--- src/rtl/can_mode_pkg.sv ---
// Package with mode encodings, carriers and timing constants for the transceiver mode control
package can_mode_pkg;
   // Transceiver mode field encoding
   localparam logic [1:0] TRX_OFF = 2'h0;
   localparam logic [1:0] TRX_WAKE_CAP = 2'h1;
   localparam logic [1:0] TRX_RX_ONLY = 2'h2;
   localparam logic [1:0] TRX_NORMAL = 2'h3;
   localparam logic [1:0] TRX_MODE_RESET = TRX_OFF;
   // Chip operating modes
   typedef enum logic [2:0] {
      CHIP_NORMAL, CHIP_STOP, CHIP_SLEEP, CHIP_RESTART, CHIP_FAILSAFE
   } chip_mode_t;
   // Timing
   localparam int CLK_PERIOD_NS = 50;
   localparam int ENABLE_DELAY_NS = 20000;
   localparam int ENABLE_DELAY_CYC = (ENABLE_DELAY_NS + CLK_PERIOD_NS - 1) / CLK_PERIOD_NS;
   localparam int WAKE_MIN_NS = 500;
   localparam int WAKE_MIN_CYC = (WAKE_MIN_NS + CLK_PERIOD_NS - 1) / CLK_PERIOD_NS;
   localparam int WAKE_MAX_NS = 1800;
   localparam int WAKE_MAX_CYC = WAKE_MAX_NS / CLK_PERIOD_NS;
   localparam int CNT_W = 10;
   // Mode request from the SPI command decoder
   typedef struct packed {
      logic valid;
      logic [1:0] mode;
   } mode_req_t;
   // Bus side carrier
   typedef struct packed {
      logic drv_en;
      logic dominant;
   } bus_drive_t;
endpackage

--- src/rtl/can_transceiver_mode_ctrl.sv ---
// Transceiver mode control, transmit gating and receive path of the CAN FD transceiver
`timescale 1ns/1ps
`default_nettype none
module can_transceiver_mode_ctrl (
   input wire logic ref_clk,
   input wire logic rst,
   input wire can_mode_pkg::mode_req_t mode_req,
   input wire can_mode_pkg::chip_mode_t chip_mode,
   input wire logic tx_data_in,
   input wire logic bus_rx_dom,
   output logic rx_data_out,
   output can_mode_pkg::bus_drive_t bus_drive,
   output logic [1:0] trx_mode,
   output logic tx_ready,
   output logic wake_event
);
   import can_mode_pkg::*;
   localparam logic [CNT_W+4:0] EN_C = (CNT_W+5)'(ENABLE_DELAY_CYC);

   logic [2:0] txs_r, rxs_r;
   logic tx_s, rx_dom_s;
   logic [1:0] mode_r, mode_nxt;
   logic [CNT_W+4:0] en_cnt_r, en_cnt_nxt;
   logic armed_r, armed_nxt;
   logic woke_r, woke_nxt;
   logic blk_r, blk_nxt;
   logic rx_nxt;
   bus_drive_t drv_nxt;
   logic rdy_nxt;
   logic wk_nxt;
   logic wake_det;
   logic tx_ok;
   logic fs_entry;
   chip_mode_t chip_prev_r;

   // Pin synchronisers, change taken when stages two and three agree
   always_ff @(posedge ref_clk or posedge rst) begin
      if (rst) begin
         txs_r <= 3'h7;
         rxs_r <= 3'h0;
         tx_s <= 1'b1;
         rx_dom_s <= 1'b0;
      end else begin
         txs_r <= {txs_r[1:0], tx_data_in};
         rxs_r <= {rxs_r[1:0], bus_rx_dom};
         if (txs_r[1] == txs_r[2]) begin
            tx_s <= txs_r[2];
         end
         if (rxs_r[1] == rxs_r[2]) begin
            rx_dom_s <= rxs_r[2];
         end
      end
   end

   wake_pattern_det u_wake (
      .ref_clk(ref_clk),
      .rst(rst),
      .arm(armed_r),
      .bus_dom(rx_dom_s),
      .wake(wake_det)
   );

   assign tx_ok = (mode_r == TRX_NORMAL) && (en_cnt_r == EN_C);
   assign fs_entry = (chip_mode == CHIP_FAILSAFE) && (chip_prev_r != CHIP_FAILSAFE);

   always_comb begin
      mode_nxt = mode_r;
      en_cnt_nxt = en_cnt_r;
      armed_nxt = armed_r;
      woke_nxt = woke_r;
      blk_nxt = blk_r;
      wk_nxt = 1'b0;
      if (mode_req.valid) begin
         case (mode_req.mode)
            TRX_OFF: mode_nxt = TRX_OFF;
            TRX_NORMAL: begin
               if (chip_mode == CHIP_NORMAL) begin
                  mode_nxt = TRX_NORMAL;
               end
            end
            TRX_RX_ONLY: begin
               if (chip_mode == CHIP_NORMAL || chip_mode == CHIP_STOP) begin
                  mode_nxt = TRX_RX_ONLY;
               end
            end
            TRX_WAKE_CAP: begin
               if (chip_mode != CHIP_FAILSAFE) begin
                  mode_nxt = TRX_WAKE_CAP;
               end
            end
            default: mode_nxt = mode_r;
         endcase
      end
      // Fail-safe entry forces wake-capable once, so off stays selectable there
      if (fs_entry) begin
         mode_nxt = TRX_WAKE_CAP;
      end else if (mode_nxt == TRX_NORMAL && chip_mode != CHIP_NORMAL) begin
         mode_nxt = TRX_WAKE_CAP;
      end
      // Restart timer and arm blocking on each entry to normal
      if (mode_nxt == TRX_NORMAL && mode_r != TRX_NORMAL) begin
         en_cnt_nxt = '0;
         blk_nxt = 1'b1;
      end else if (mode_r == TRX_NORMAL && en_cnt_r != EN_C) begin
         en_cnt_nxt = en_cnt_r + 1'b1;
      end
      // Pending dominant suppressed until a recessive level is seen after the enable delay has run out
      if (tx_ok && tx_s) begin
         blk_nxt = 1'b0;
      end
      // Wake arming: set on a change to wake-capable, cleared on any other mode change, rearmed by chip low-power entry
      if (mode_nxt != mode_r) begin
         woke_nxt = 1'b0;
         armed_nxt = (mode_nxt == TRX_WAKE_CAP);
      end else if (wake_det && armed_r && mode_r == TRX_WAKE_CAP) begin
         woke_nxt = 1'b1;
         armed_nxt = 1'b0;
         wk_nxt = 1'b1;
      end else if (chip_mode != chip_prev_r &&
                   (chip_mode == CHIP_STOP || chip_mode == CHIP_SLEEP ||
                    chip_mode == CHIP_FAILSAFE) && mode_r == TRX_WAKE_CAP) begin
         armed_nxt = 1'b1;
         woke_nxt = 1'b0;
      end
      if (mode_nxt == TRX_OFF) begin
         armed_nxt = 1'b0;
         wk_nxt = 1'b0;
      end
      drv_nxt.drv_en = (mode_nxt == TRX_NORMAL);
      drv_nxt.dominant = tx_ok && !blk_nxt && !tx_s && (mode_nxt == TRX_NORMAL);
      rdy_nxt = (mode_nxt == TRX_NORMAL) && (en_cnt_nxt == EN_C);
      if (woke_nxt) begin
         rx_nxt = 1'b0;
      end else if (mode_nxt == TRX_NORMAL || mode_nxt == TRX_RX_ONLY) begin
         rx_nxt = !rx_dom_s;
      end else begin
         rx_nxt = 1'b1;
      end
   end

   always_ff @(posedge ref_clk or posedge rst) begin
      if (rst) begin
         mode_r <= TRX_MODE_RESET;
         en_cnt_r <= '0;
         armed_r <= 1'b0;
         woke_r <= 1'b0;
         blk_r <= 1'b1;
         chip_prev_r <= CHIP_NORMAL;
         bus_drive <= '0;
         rx_data_out <= 1'b1;
         trx_mode <= TRX_MODE_RESET;
         tx_ready <= 1'b0;
         wake_event <= 1'b0;
      end else begin
         mode_r <= mode_nxt;
         en_cnt_r <= en_cnt_nxt;
         armed_r <= armed_nxt;
         woke_r <= woke_nxt;
         blk_r <= blk_nxt;
         chip_prev_r <= chip_mode;
         bus_drive <= drv_nxt;
         rx_data_out <= rx_nxt;
         trx_mode <= mode_nxt;
         tx_ready <= rdy_nxt;
         wake_event <= wk_nxt;
      end
   end

   AST_OFF_NO_DRIVE: assert property (@(posedge ref_clk) disable iff (rst)
      trx_mode != TRX_NORMAL |-> !bus_drive.drv_en && !bus_drive.dominant)
      else $error("driver active outside normal mode");
   AST_OFF_NO_WAKE: assert property (@(posedge ref_clk) disable iff (rst)
      mode_r == TRX_OFF |=> !wake_event)
      else $error("wake signalled in off mode");
   AST_NORMAL_CHIP: assert property (@(posedge ref_clk) disable iff (rst)
      $rose(trx_mode == TRX_NORMAL) |-> $past(chip_mode) == CHIP_NORMAL)
      else $error("normal entered outside chip normal");
   AST_TX_FOLLOW: assert property (@(posedge ref_clk) disable iff (rst)
      bus_drive.dominant |-> trx_mode == TRX_NORMAL && $past(tx_s) == 1'b0)
      else $error("dominant without low transmit input");
   AST_EN_DELAY: assert property (@(posedge ref_clk) disable iff (rst)
      $rose(trx_mode == TRX_NORMAL) |-> !bus_drive.dominant [*8])
      else $error("dominant inside enable delay");
   AST_PENDING_SUPPRESS: assert property (@(posedge ref_clk) disable iff (rst)
      blk_r && !tx_s |=> !bus_drive.dominant)
      else $error("pending dominant not suppressed");
   AST_RX_FOLLOW: assert property (@(posedge ref_clk) disable iff (rst)
      trx_mode == TRX_RX_ONLY && !woke_r && $stable(trx_mode) |->
      rx_data_out == !$past(rx_dom_s))
      else $error("receive level not passed on");
   AST_WAKE_LOW: assert property (@(posedge ref_clk) disable iff (rst)
      wake_event |-> (rx_data_out == 1'b0) && trx_mode == TRX_WAKE_CAP)
      else $error("wake without low receive output");
   AST_WAKE_HOLD: assert property (@(posedge ref_clk) disable iff (rst)
      woke_r && $stable(trx_mode) |-> !rx_data_out)
      else $error("receive output released while woken");
   AST_RXONLY_NODRV: assert property (@(posedge ref_clk) disable iff (rst)
      trx_mode == TRX_RX_ONLY |-> !bus_drive.drv_en)
      else $error("driver on in receive-only");
   AST_EN_DONE: assert property (@(posedge ref_clk) disable iff (rst)
      bus_drive.dominant |-> $past(tx_ok))
      else $error("dominant before enable delay end");
   AST_OFF_ANY: assert property (@(posedge ref_clk) disable iff (rst)
      mode_req.valid && mode_req.mode == TRX_OFF && !fs_entry |=> trx_mode == TRX_OFF)
      else $error("off request not taken");
   COV_NORMAL_TX: cover property (@(posedge ref_clk) disable iff (rst) bus_drive.dominant);
   COV_FS_ENTRY: cover property (@(posedge ref_clk) disable iff (rst) fs_entry);
   COV_WAKE: cover property (@(posedge ref_clk) disable iff (rst) wake_event);
   COV_RXONLY: cover property (@(posedge ref_clk) disable iff (rst)
      trx_mode == TRX_RX_ONLY && !rx_data_out);
endmodule
`default_nettype wire

--- src/rtl/wake_pattern_det.sv ---
// Wake-up pattern detector on the synchronised bus receive level
`timescale 1ns/1ps
`default_nettype none
module wake_pattern_det (
   input wire logic ref_clk,
   input wire logic rst,
   input wire logic arm,
   input wire logic bus_dom,
   output logic wake
);
   import can_mode_pkg::*;
   typedef enum logic [2:0] {W_IDLE, W_DOM1, W_REC, W_DOM2, W_DONE} wstate_t;
   wstate_t st_r, st_nxt;
   logic [CNT_W-1:0] cnt_r, cnt_nxt;
   logic prev_r, prev_nxt;
   logic wake_nxt;
   localparam logic [CNT_W-1:0] MIN_C = CNT_W'(WAKE_MIN_CYC);
   localparam logic [CNT_W-1:0] MAX_C = CNT_W'(WAKE_MAX_CYC);

   always_comb begin
      st_nxt = st_r;
      cnt_nxt = (cnt_r == MAX_C) ? cnt_r : cnt_r + 1'b1;
      prev_nxt = bus_dom;
      wake_nxt = 1'b0;
      if (bus_dom != prev_r) begin
         cnt_nxt = '0;
      end
      case (st_r)
         W_IDLE: begin
            if (bus_dom && !prev_r) begin
               st_nxt = W_DOM1;
            end
         end
         W_DOM1, W_DOM2: begin
            if (!bus_dom) begin
               if (cnt_r >= MIN_C && cnt_r < MAX_C) begin
                  st_nxt = (st_r == W_DOM1) ? W_REC : W_DONE;
               end else begin
                  st_nxt = W_IDLE;
               end
            end else if (cnt_r == MAX_C) begin
               st_nxt = W_IDLE;
            end
         end
         W_REC: begin
            if (bus_dom) begin
               st_nxt = (cnt_r >= MIN_C && cnt_r < MAX_C) ? W_DOM2 : W_DOM1;
            end else if (cnt_r == MAX_C) begin
               st_nxt = W_IDLE;
            end
         end
         W_DONE: begin
            wake_nxt = 1'b1;
            st_nxt = W_IDLE;
         end
         default: st_nxt = W_IDLE;
      endcase
      if (!arm) begin
         st_nxt = W_IDLE;
         wake_nxt = 1'b0;
      end
   end

   always_ff @(posedge ref_clk or posedge rst) begin
      if (rst) begin
         st_r <= W_IDLE;
         cnt_r <= '0;
         prev_r <= 1'b0;
         wake <= 1'b0;
      end else begin
         st_r <= st_nxt;
         cnt_r <= cnt_nxt;
         prev_r <= prev_nxt;
         wake <= wake_nxt;
      end
   end
endmodule
`default_nettype wire

--- config.mk ---
export PLATFORM = sky130hd
export DESIGN_NAME = can_transceiver_mode_ctrl
export DESIGN_NICKNAME = d
export VERILOG_FILES = /design/src/rtl/can_mode_pkg.sv /design/src/rtl/can_transceiver_mode_ctrl.sv /design/src/rtl/wake_pattern_det.sv
export SDC_FILE = /design/constraint.sdc
export NUM_CORES = 1
export LEC_CHECK = 0
export BUFFER_PORTS_ARGS = -buffer_cell sky130_fd_sc_hd__buf_2
export CORE_MARGIN = 5
export CORE_UTILIZATION = 36
export DETAILED_ROUTE_END_ITERATION = 7
export GPL_TIMING_DRIVEN = 0
export PLACE_DENSITY = 0.5
export SETUP_SLACK_MARGIN = 0.05
export SLEW_MARGIN = 20
export SYNTH_ARGS = -nofsm -noshare
export SYNTH_HDL_FRONTEND = slang
export SYNTH_SLANG_ARGS = --single-unit
--- constraint.sdc ---
create_clock -name ref_clk -period 3.8 [get_ports ref_clk]
set_input_delay 0.57 -clock ref_clk [delete_from_list [all_inputs] [get_ports ref_clk]]
set_output_delay 0.57 -clock ref_clk [all_outputs]
set_load 0.02 [all_outputs]
# Word-level counts from Yosys, hierarchy flattened
# Cells that the tools add are included.
# W data, S select, Z words.
totals:
  inputBits: 10
  n_memories: 0
  mem_bits_rw: 0
  regBits: 51
  latchBits: 0
  out_inout_bits: 7
  mem_bits_ro: 0
  word_cells: 120
classes:
  n_div: 0
  n_eq_ne: 30
  n_shift: 0
  n_bitwise: 0
  n_mux: 36
  n_addsub: 2
  mul: 0
  n_lt_le_gt_ge: 2
  reduce_logical: 31
op_table:
  columns: ["op", "count"]
  rows:
  - ["$eq A15 B9 Y1 const B", 2]
  - ["$mux W15", 2]
  - ["$mux W3", 7]
  - ["$mux W10", 2]
  - ["$logic_and A1 B1 Y1", 16]
  - ["$mux W1", 16]
  - ["$add A15 B1 Y15 const B", 1]
  - ["$ne A15 B9 Y1 const B", 1]
  - ["$mux W2", 7]
  - ["$eq A2 B2 Y1 const B", 6]
  - ["$add A10 B1 Y10 const B", 1]
  - ["$eq A10 B6 Y1 const B", 1]
  - ["$ge A10 B4 Y1 const B", 1]
  - ["$lt A10 B6 Y1 const B", 1]
  - ["$eq A3 B2 Y1 const B", 3]
  - ["$pmux W3 S3", 1]
  - ["$pmux W2 S4", 1]
  - ["$eq A2 B1 Y1 const B", 3]
  - ["$eq A3 B1 Y1 const B", 2]
  - ["$eq A3 B3 Y1 const B", 2]
  - ["$logic_not A3 Y1", 2]
  - ["$ne A3 B3 Y1 const B", 2]
  - ["$logic_not A1 Y1", 4]
  - ["$logic_not A2 Y1", 2]
  - ["other kinds (11)", 15]

# Logic depth before layout (Yosys ltp)
logic_depth:
  word_depth: 17
  depth_mapped: 9
  depth_no_buf: 8

# Modules after synthesis
# Synthesis repeated with hierarchy kept, for this count alone.
hier_totals:
  cells_unflattened: 291
  hier_area_um2: 2837.7
modules_own_cells:
  columns: ["module", "cells_per_inst", "instances", "area_per_inst_um2", "seq_area_each_um2"]
  rows:
  - ["can_transceiver_mode_ctrl", 213, 1, 2019.4, 908.4]
  - ["wake_pattern_det", 78, 1, 818.3, 375.4]

# Least setup slack after synthesis
# Ideal clock, no wire load.
synth_path:
  path_type: "input to register"
  start: "input chip_mode[1]"
  end: "register tx_ready"
  setup_ns: 0.111
  path_buffers: 1
  cell_stages: 7
  arrival_ns: 2.587
  setup_slack_ns: 1.102
  path_cell_list: "buf_4 -> nor3b_1 -> a21boi_0 -> or4b_4 -> or4b_1 -> nand4bb_1 -> a2111oi_2"
synth_between:
  elab_chain_cells: 14
  elab_cells_between_ends: 21
synth_rtl:
  columns: ["item", "line_no", "source"]
  rows:
  - ["start, declared", "can_transceiver_mode_ctrl.sv:8", "input wire can_mode_pkg::chip_mode_t chip_mode,"]
  - ["$eq A3 B1 Y1 or $logic_not A3 Y1 (tied branches)", "can_transceiver_mode_ctrl.sv:82, can_transceiver_mode_ctrl.sv:77", null]
  - ["$logic_or A1 B1 Y1", "can_transceiver_mode_ctrl.sv:82", "if (chip_mode == CHIP_NORMAL || chip_mode == CHIP_STOP) begin"]
  - ["$mux W2", "can_transceiver_mode_ctrl.sv:82", null]
  - ["$pmux W2 S4", "can_transceiver_mode_ctrl.sv:74", "case (mode_req.mode)"]
  - ["$mux W2", "can_transceiver_mode_ctrl.sv:73", "if (mode_req.valid) begin"]
  - ["$eq A2 B2 Y1", "can_transceiver_mode_ctrl.sv:97", "end else if (mode_nxt == TRX_NORMAL && chip_mode != CHIP_NORMAL) begin"]
  - ["$logic_and A1 B1 Y1", "can_transceiver_mode_ctrl.sv:97", null]
  - ["$mux W2", "can_transceiver_mode_ctrl.sv:97", null]
  - ["$mux W2 *", "can_transceiver_mode_ctrl.sv:95", "if (fs_entry) begin"]
  - ["$eq A2 B2 Y1 *", "can_transceiver_mode_ctrl.sv:101, can_transceiver_mode_ctrl.sv:131", null]
  - ["$logic_and A1 B1 Y1", "can_transceiver_mode_ctrl.sv:101", "if (mode_nxt == TRX_NORMAL && mode_r != TRX_NORMAL) begin"]
  - ["$mux W15", "can_transceiver_mode_ctrl.sv:101", null]
  - ["$eq A15 B9 Y1", "can_transceiver_mode_ctrl.sv:131", "rdy_nxt = (mode_nxt == TRX_NORMAL) && (en_cnt_nxt == EN_C);"]
  - ["$logic_and A1 B1 Y1 *", "can_transceiver_mode_ctrl.sv:131", null]
  - ["named net rdy_nxt", "can_transceiver_mode_ctrl.sv:29", "logic rdy_nxt;"]
  - ["end signal, assigned", "can_transceiver_mode_ctrl.sv:164", "tx_ready <= rdy_nxt;"]
  - ["end, declared", "can_transceiver_mode_ctrl.sv:14", "output logic tx_ready,"]
# Mark *: on every way through the listed nets, which the timed path passes. The rest lies on a longest branch.
# A chain may end at the register's enable or synchronous reset.

# Worst setup path in the final report
layout_path:
  start: "input chip_mode[1]"
  end: "register en_cnt_r[10]"
layout_between:
  elab_chain_cells: 12
  elab_cells_between_ends: 19
layout_rtl:
  columns: ["item", "line_no", "source"]
  rows:
  - ["$eq A3 B1 Y1 or $logic_not A3 Y1 (tied branches)", "can_transceiver_mode_ctrl.sv:82, can_transceiver_mode_ctrl.sv:77", null]
  - ["$logic_or A1 B1 Y1", "can_transceiver_mode_ctrl.sv:82", null]
  - ["$mux W2", "can_transceiver_mode_ctrl.sv:82", null]
  - ["$pmux W2 S4", "can_transceiver_mode_ctrl.sv:74", null]
  - ["$mux W2", "can_transceiver_mode_ctrl.sv:73", null]
  - ["$eq A2 B2 Y1", "can_transceiver_mode_ctrl.sv:97", null]
  - ["$logic_and A1 B1 Y1", "can_transceiver_mode_ctrl.sv:97", null]
  - ["$mux W2", "can_transceiver_mode_ctrl.sv:97", null]
  - ["$mux W2 *", "can_transceiver_mode_ctrl.sv:95", null]
  - ["named net mode_nxt[1]", "can_transceiver_mode_ctrl.sv:22", "logic [1:0] mode_r, mode_nxt;"]
  - ["$eq A2 B2 Y1 *", "can_transceiver_mode_ctrl.sv:101", null]
  - ["$logic_and A1 B1 Y1 *", "can_transceiver_mode_ctrl.sv:101", null]
  - ["$mux W15 *", "can_transceiver_mode_ctrl.sv:101", null]
  - ["named net en_cnt_nxt[10]", "can_transceiver_mode_ctrl.sv:23", "logic [CNT_W+4:0] en_cnt_r, en_cnt_nxt;"]
  - ["end signal, assigned", "can_transceiver_mode_ctrl.sv:156", "en_cnt_r <= en_cnt_nxt;"]
  - ["end, declared", "can_transceiver_mode_ctrl.sv:23", null]
# Marks and branches as above.

==> impl_metrics.csv <==
group,metric,value,unit
clocking,cts_buffer_depth,2,
detailed_routing,drcViolationCount,0,
timing,min_period,2890,ps
power_and_ir_drop,power.density,501,nW/um^2
setup_path,critical_path_arrival,3050,ps
grt,grt_pass1_wl,9420,um
grt,overflow,0,
timing,period_share,76.0,%
detailed_routing,wl_per_cell,13.6,um
timing,hold_viol_final,0,
logic_synthesis,ys_seq_elements,51,
logic_synthesis,synthFlopType,"dfrtp_1",
timing,finalSetupViolations,0,
setup_path,cp_max_fo,10,
timing,fin_setup_tns,0,ps
placed_design,dp_cells,383,
timing,rsz0062_at_grt,"no",
logic_synthesis,synth_simple_gate_area_share,26.9,%
logic_synthesis,synthTopCellsByArea,"dfrtp_1 (42%), dfstp_2 (5.9%), xnor2_1 (5.6%), nor2_1 (3.9%), xor2_1 (2.9%)",
cells_and_area,area_growth,11.4,%
setup_path,r2r-start,"en_cnt_r[0]",
cells_and_area,diodes,0,
run_status,outcome,"finished, final reports clean",
clocking,clk_latency,300,ps
min_path,hp-class,"in -> async",
placed_design,place_hpwl,3800,um
logic_synthesis,synth_nets,282,
timing,slew_viol_final,0,
logic_synthesis,syn_area,2680,um^2
grt,grt_pass1_vias,1984,
logic_synthesis,yosysTopAreaCellShare,42.0,%
die,die_h,96.3,um
logic_synthesis,seq_area_frac_synth,47.9,%
setup_path,reg2reg_depth,8,
logic_synthesis,synth.area.mux_share,0.373,%
clocking,cts_tree,"done",
cells_and_area,nFillCells,744,
timing,skew,8.97,ps
clocking,ctsRootBufferMaster,"clkbuf_8",
cells_and_area,nets,306,
logic_synthesis,yosysTopAreaCell,"dfrtp_1",
flow_run,maxCapViolCount,0,
logic_synthesis,yosysWarnings,0,
setup_path,end_kind,"register",
clocking,cts_resized,0,
detailed_routing,vias,1968,
power_and_ir_drop,leakage,0.00128,uW
logic_synthesis,synth_top_family_by_area,"simple AND/OR/NAND/NOR gates",
die,row_count,31,
clocking,cts_sinks,51,
setup_path,endpoint,"en_cnt_r[10]",
die,io_pins,17,
placed_design,portBuffers,16,
setup_path,cp_data_required_time,3960,ps
power_and_ir_drop,peakVddDrop,0.147,mV
setup_path,r2r_slack,960,ps
cells_and_area,fin_cells,391,
logic_synthesis,synth_compound_area_share,9.75,%
clocking,cts_buffers,5,
cells_and_area,register_area,1280,um^2
die,core_area,7250,um^2
grt,antenna_found_initial,0,
logic_synthesis,synth_fa_ha_area_share,3.08,%
detailed_routing,drt-pass1-iter-count,4,
detailed_routing,wirelength,5340,um
logic_synthesis,synth_xor_area_share,8.49,%
setup_path,crit_path_start_kind,"input pin",
clocking,h-tree-depth,2,
logic_synthesis,syn_area_per_cell,10.0,um^2
detailed_routing,vias_per_cell,5.03,
grt,grt_use_total,12.9,%
clocking,clkTransAtPathRegs,90,ps
grt,grt_max_degree,31,
die,die_w,96.3,um
die,start_util,37.0,%
logic_synthesis,synthCells,267,
timing,maxSlewHeadroom,63.7,%
timing,max_clock_freq,0.346,GHz
placed_design,gp_congestion,0.747,
setup_path,cp-startpoint,"chip_mode[1]",
logic_synthesis,yosys.cell_types.count,62,
clocking,cts_hold_buffers,0,
timing,tightest_slew,537,ps
setup_path,crit_type,"in -> reg",
die,dieArea,9280,um^2
clocking,post_cts_buffers,0,
detailed_routing,first_iter_violations,71,
logic_synthesis,synth_edf_count,0,
detailed_routing,drtAntennaViolNets,0,
logic_synthesis,async_flop_share,100,%
cells_and_area,layout-drive-gt1-share,17.5,%
cells_and_area,multiInputGateArea,1300,um^2
setup_path,r2r_end,"tx_ready",
==> per-layer routing <==
layer	vias up	GRT usage, %	part of all wire [%]
met2	39	19.0	43
li1	987	-	-
met5	-	0	0
met1	938	18.6	52
met3	4	3.28	4.0
met4	0	3.86	1.0
==> kinds of logic (layout without fill, tap and decap cells) <==
family,Yosys count,count (layout)
XOR/XNOR,26,26
buffers and inverters,20,45
flip-flops,51,51
adder cells (fa/ha/maj),7,7
AO/OA/AOI/OAI,38,38
multiplexers,1,1
AND/OR/NAND/NOR,124,124
==> how the worst min path moves through the flow <==
| stage | slack [ps] | end | depth (start not counted) | start |
|---|---|---|---|---|
| after CTS | 310 | bus_drive[1] | 2 | rst |
| after global routing | 310 | bus_drive[1] | 2 | rst |
| after detailed placement | 340 | rxs_r[1] | 0 | rxs_r[0] |
| after floorplan | 330 | rxs_r[1] | 0 | rxs_r[0] |
| final | 290 | u_wake.cnt_r[6] | 2 | rst |
| after global placement | 330 | rxs_r[1] | 0 | rxs_r[0] |
==> registers in the layout, summed over array words and instances (netlist names) <==
name,cells
blk_r,1
u_wake.wake,1
u_wake.cnt_r,10
armed_r,1
u_wake.prev_r,1
txs_r,3
rxs_r,3
rx_dom_s,1
bus_drive,2
wake_event,1
u_wake.st_r,3
chip_prev_r,3
woke_r,1
en_cnt_r,15
rx_data_out,1
tx_ready,1
mode_r,2
tx_s,1
==> cells in the final DEF (no fill, tap or decap), types with 4 or more instances in the layout <==
| cell type | netlist | final |
|---|---|---|
| nor4_1 | 5 | 5 |
| nor2_1 | 28 | 28 |
| inv_1 | 12 | 11 |
| nor2b_1 | 4 | 4 |
| a21oi_1 | 6 | 6 |
| and2_1 | 9 | 9 |
| xnor2_1 | 17 | 17 |
| ha_1 | 5 | 5 |
| nand3_1 | 10 | 10 |
| xor2_1 | 9 | 9 |
| a31oi_1 | 4 | 4 |
| clkbuf_8 | 0 | 5 |
| nand2_1 | 19 | 19 |
| buf_2 | 1 | 17 |
| dfstp_2 | 6 | 6 |
| and3_1 | 6 | 6 |
| nand4_1 | 11 | 11 |
| dfrtp_1 | 45 | 45 |
| clkbuf_1 | 4 | 6 |
| o21ai_0 | 9 | 9 |
==> report_power, final <==
part / internal, uW / leakage (uW) / switching (uW)
Combinational: 186 / 0.000599 / 232
Clock: 130 / 0.0000422 / 176
Sequential: 649 / 0.000637 / 125
==> final cells by class <==
class / instances / area share (%)
Sequential cell: 51 / 43.0
Timing Repair Buffer: 17 / 3.35
Tap cell: 99 / 4.15
Inverter: 12 / 1.51
Clock buffer: 7 / 2.55
Multi-Input combinational cell: 196 / 43.6
Buffer: 8 / 1.68
Clock inverter: 1 / 0.168
==> worst max-delay path: stages <==
cell	delay, ps
buf_2	100
buf_4	150
nor3b_1	320
a21boi_0	190
or4b_4	530
inv_1	180
nand2_1	150
nor2_1	270
clkbuf_1	460
nor2_1	110
==> metrics by stage <==
step	hold WS (ps)	power (uW)	util (%)	instance area [um^2]	setup WS, ps
floorplan	331	1080	-	2680	1100
global placement	334	1200	39.8	2890	543
detailed placement	338	1200	40.1	2910	617
CTS	310	1510	41.2	2990	908
global route	312	1620	41.2	2990	714
finish	290	1500	41.2	2990	911
==> cell usage after synthesis (5+ instances only) <==
library cell and n:
nand2_1 19, dfrtp_1 45, dfstp_2 6, nor4_1 5, ha_1 5, o21ai_0 9, and3_1 6, xor2_1 9
xnor2_1 17, nand3_1 10, and2_1 9, nor2_1 28, a21oi_1 6, inv_1 12, nand4_1 11
No activity file was read; power rests on OpenSTA's default activity.
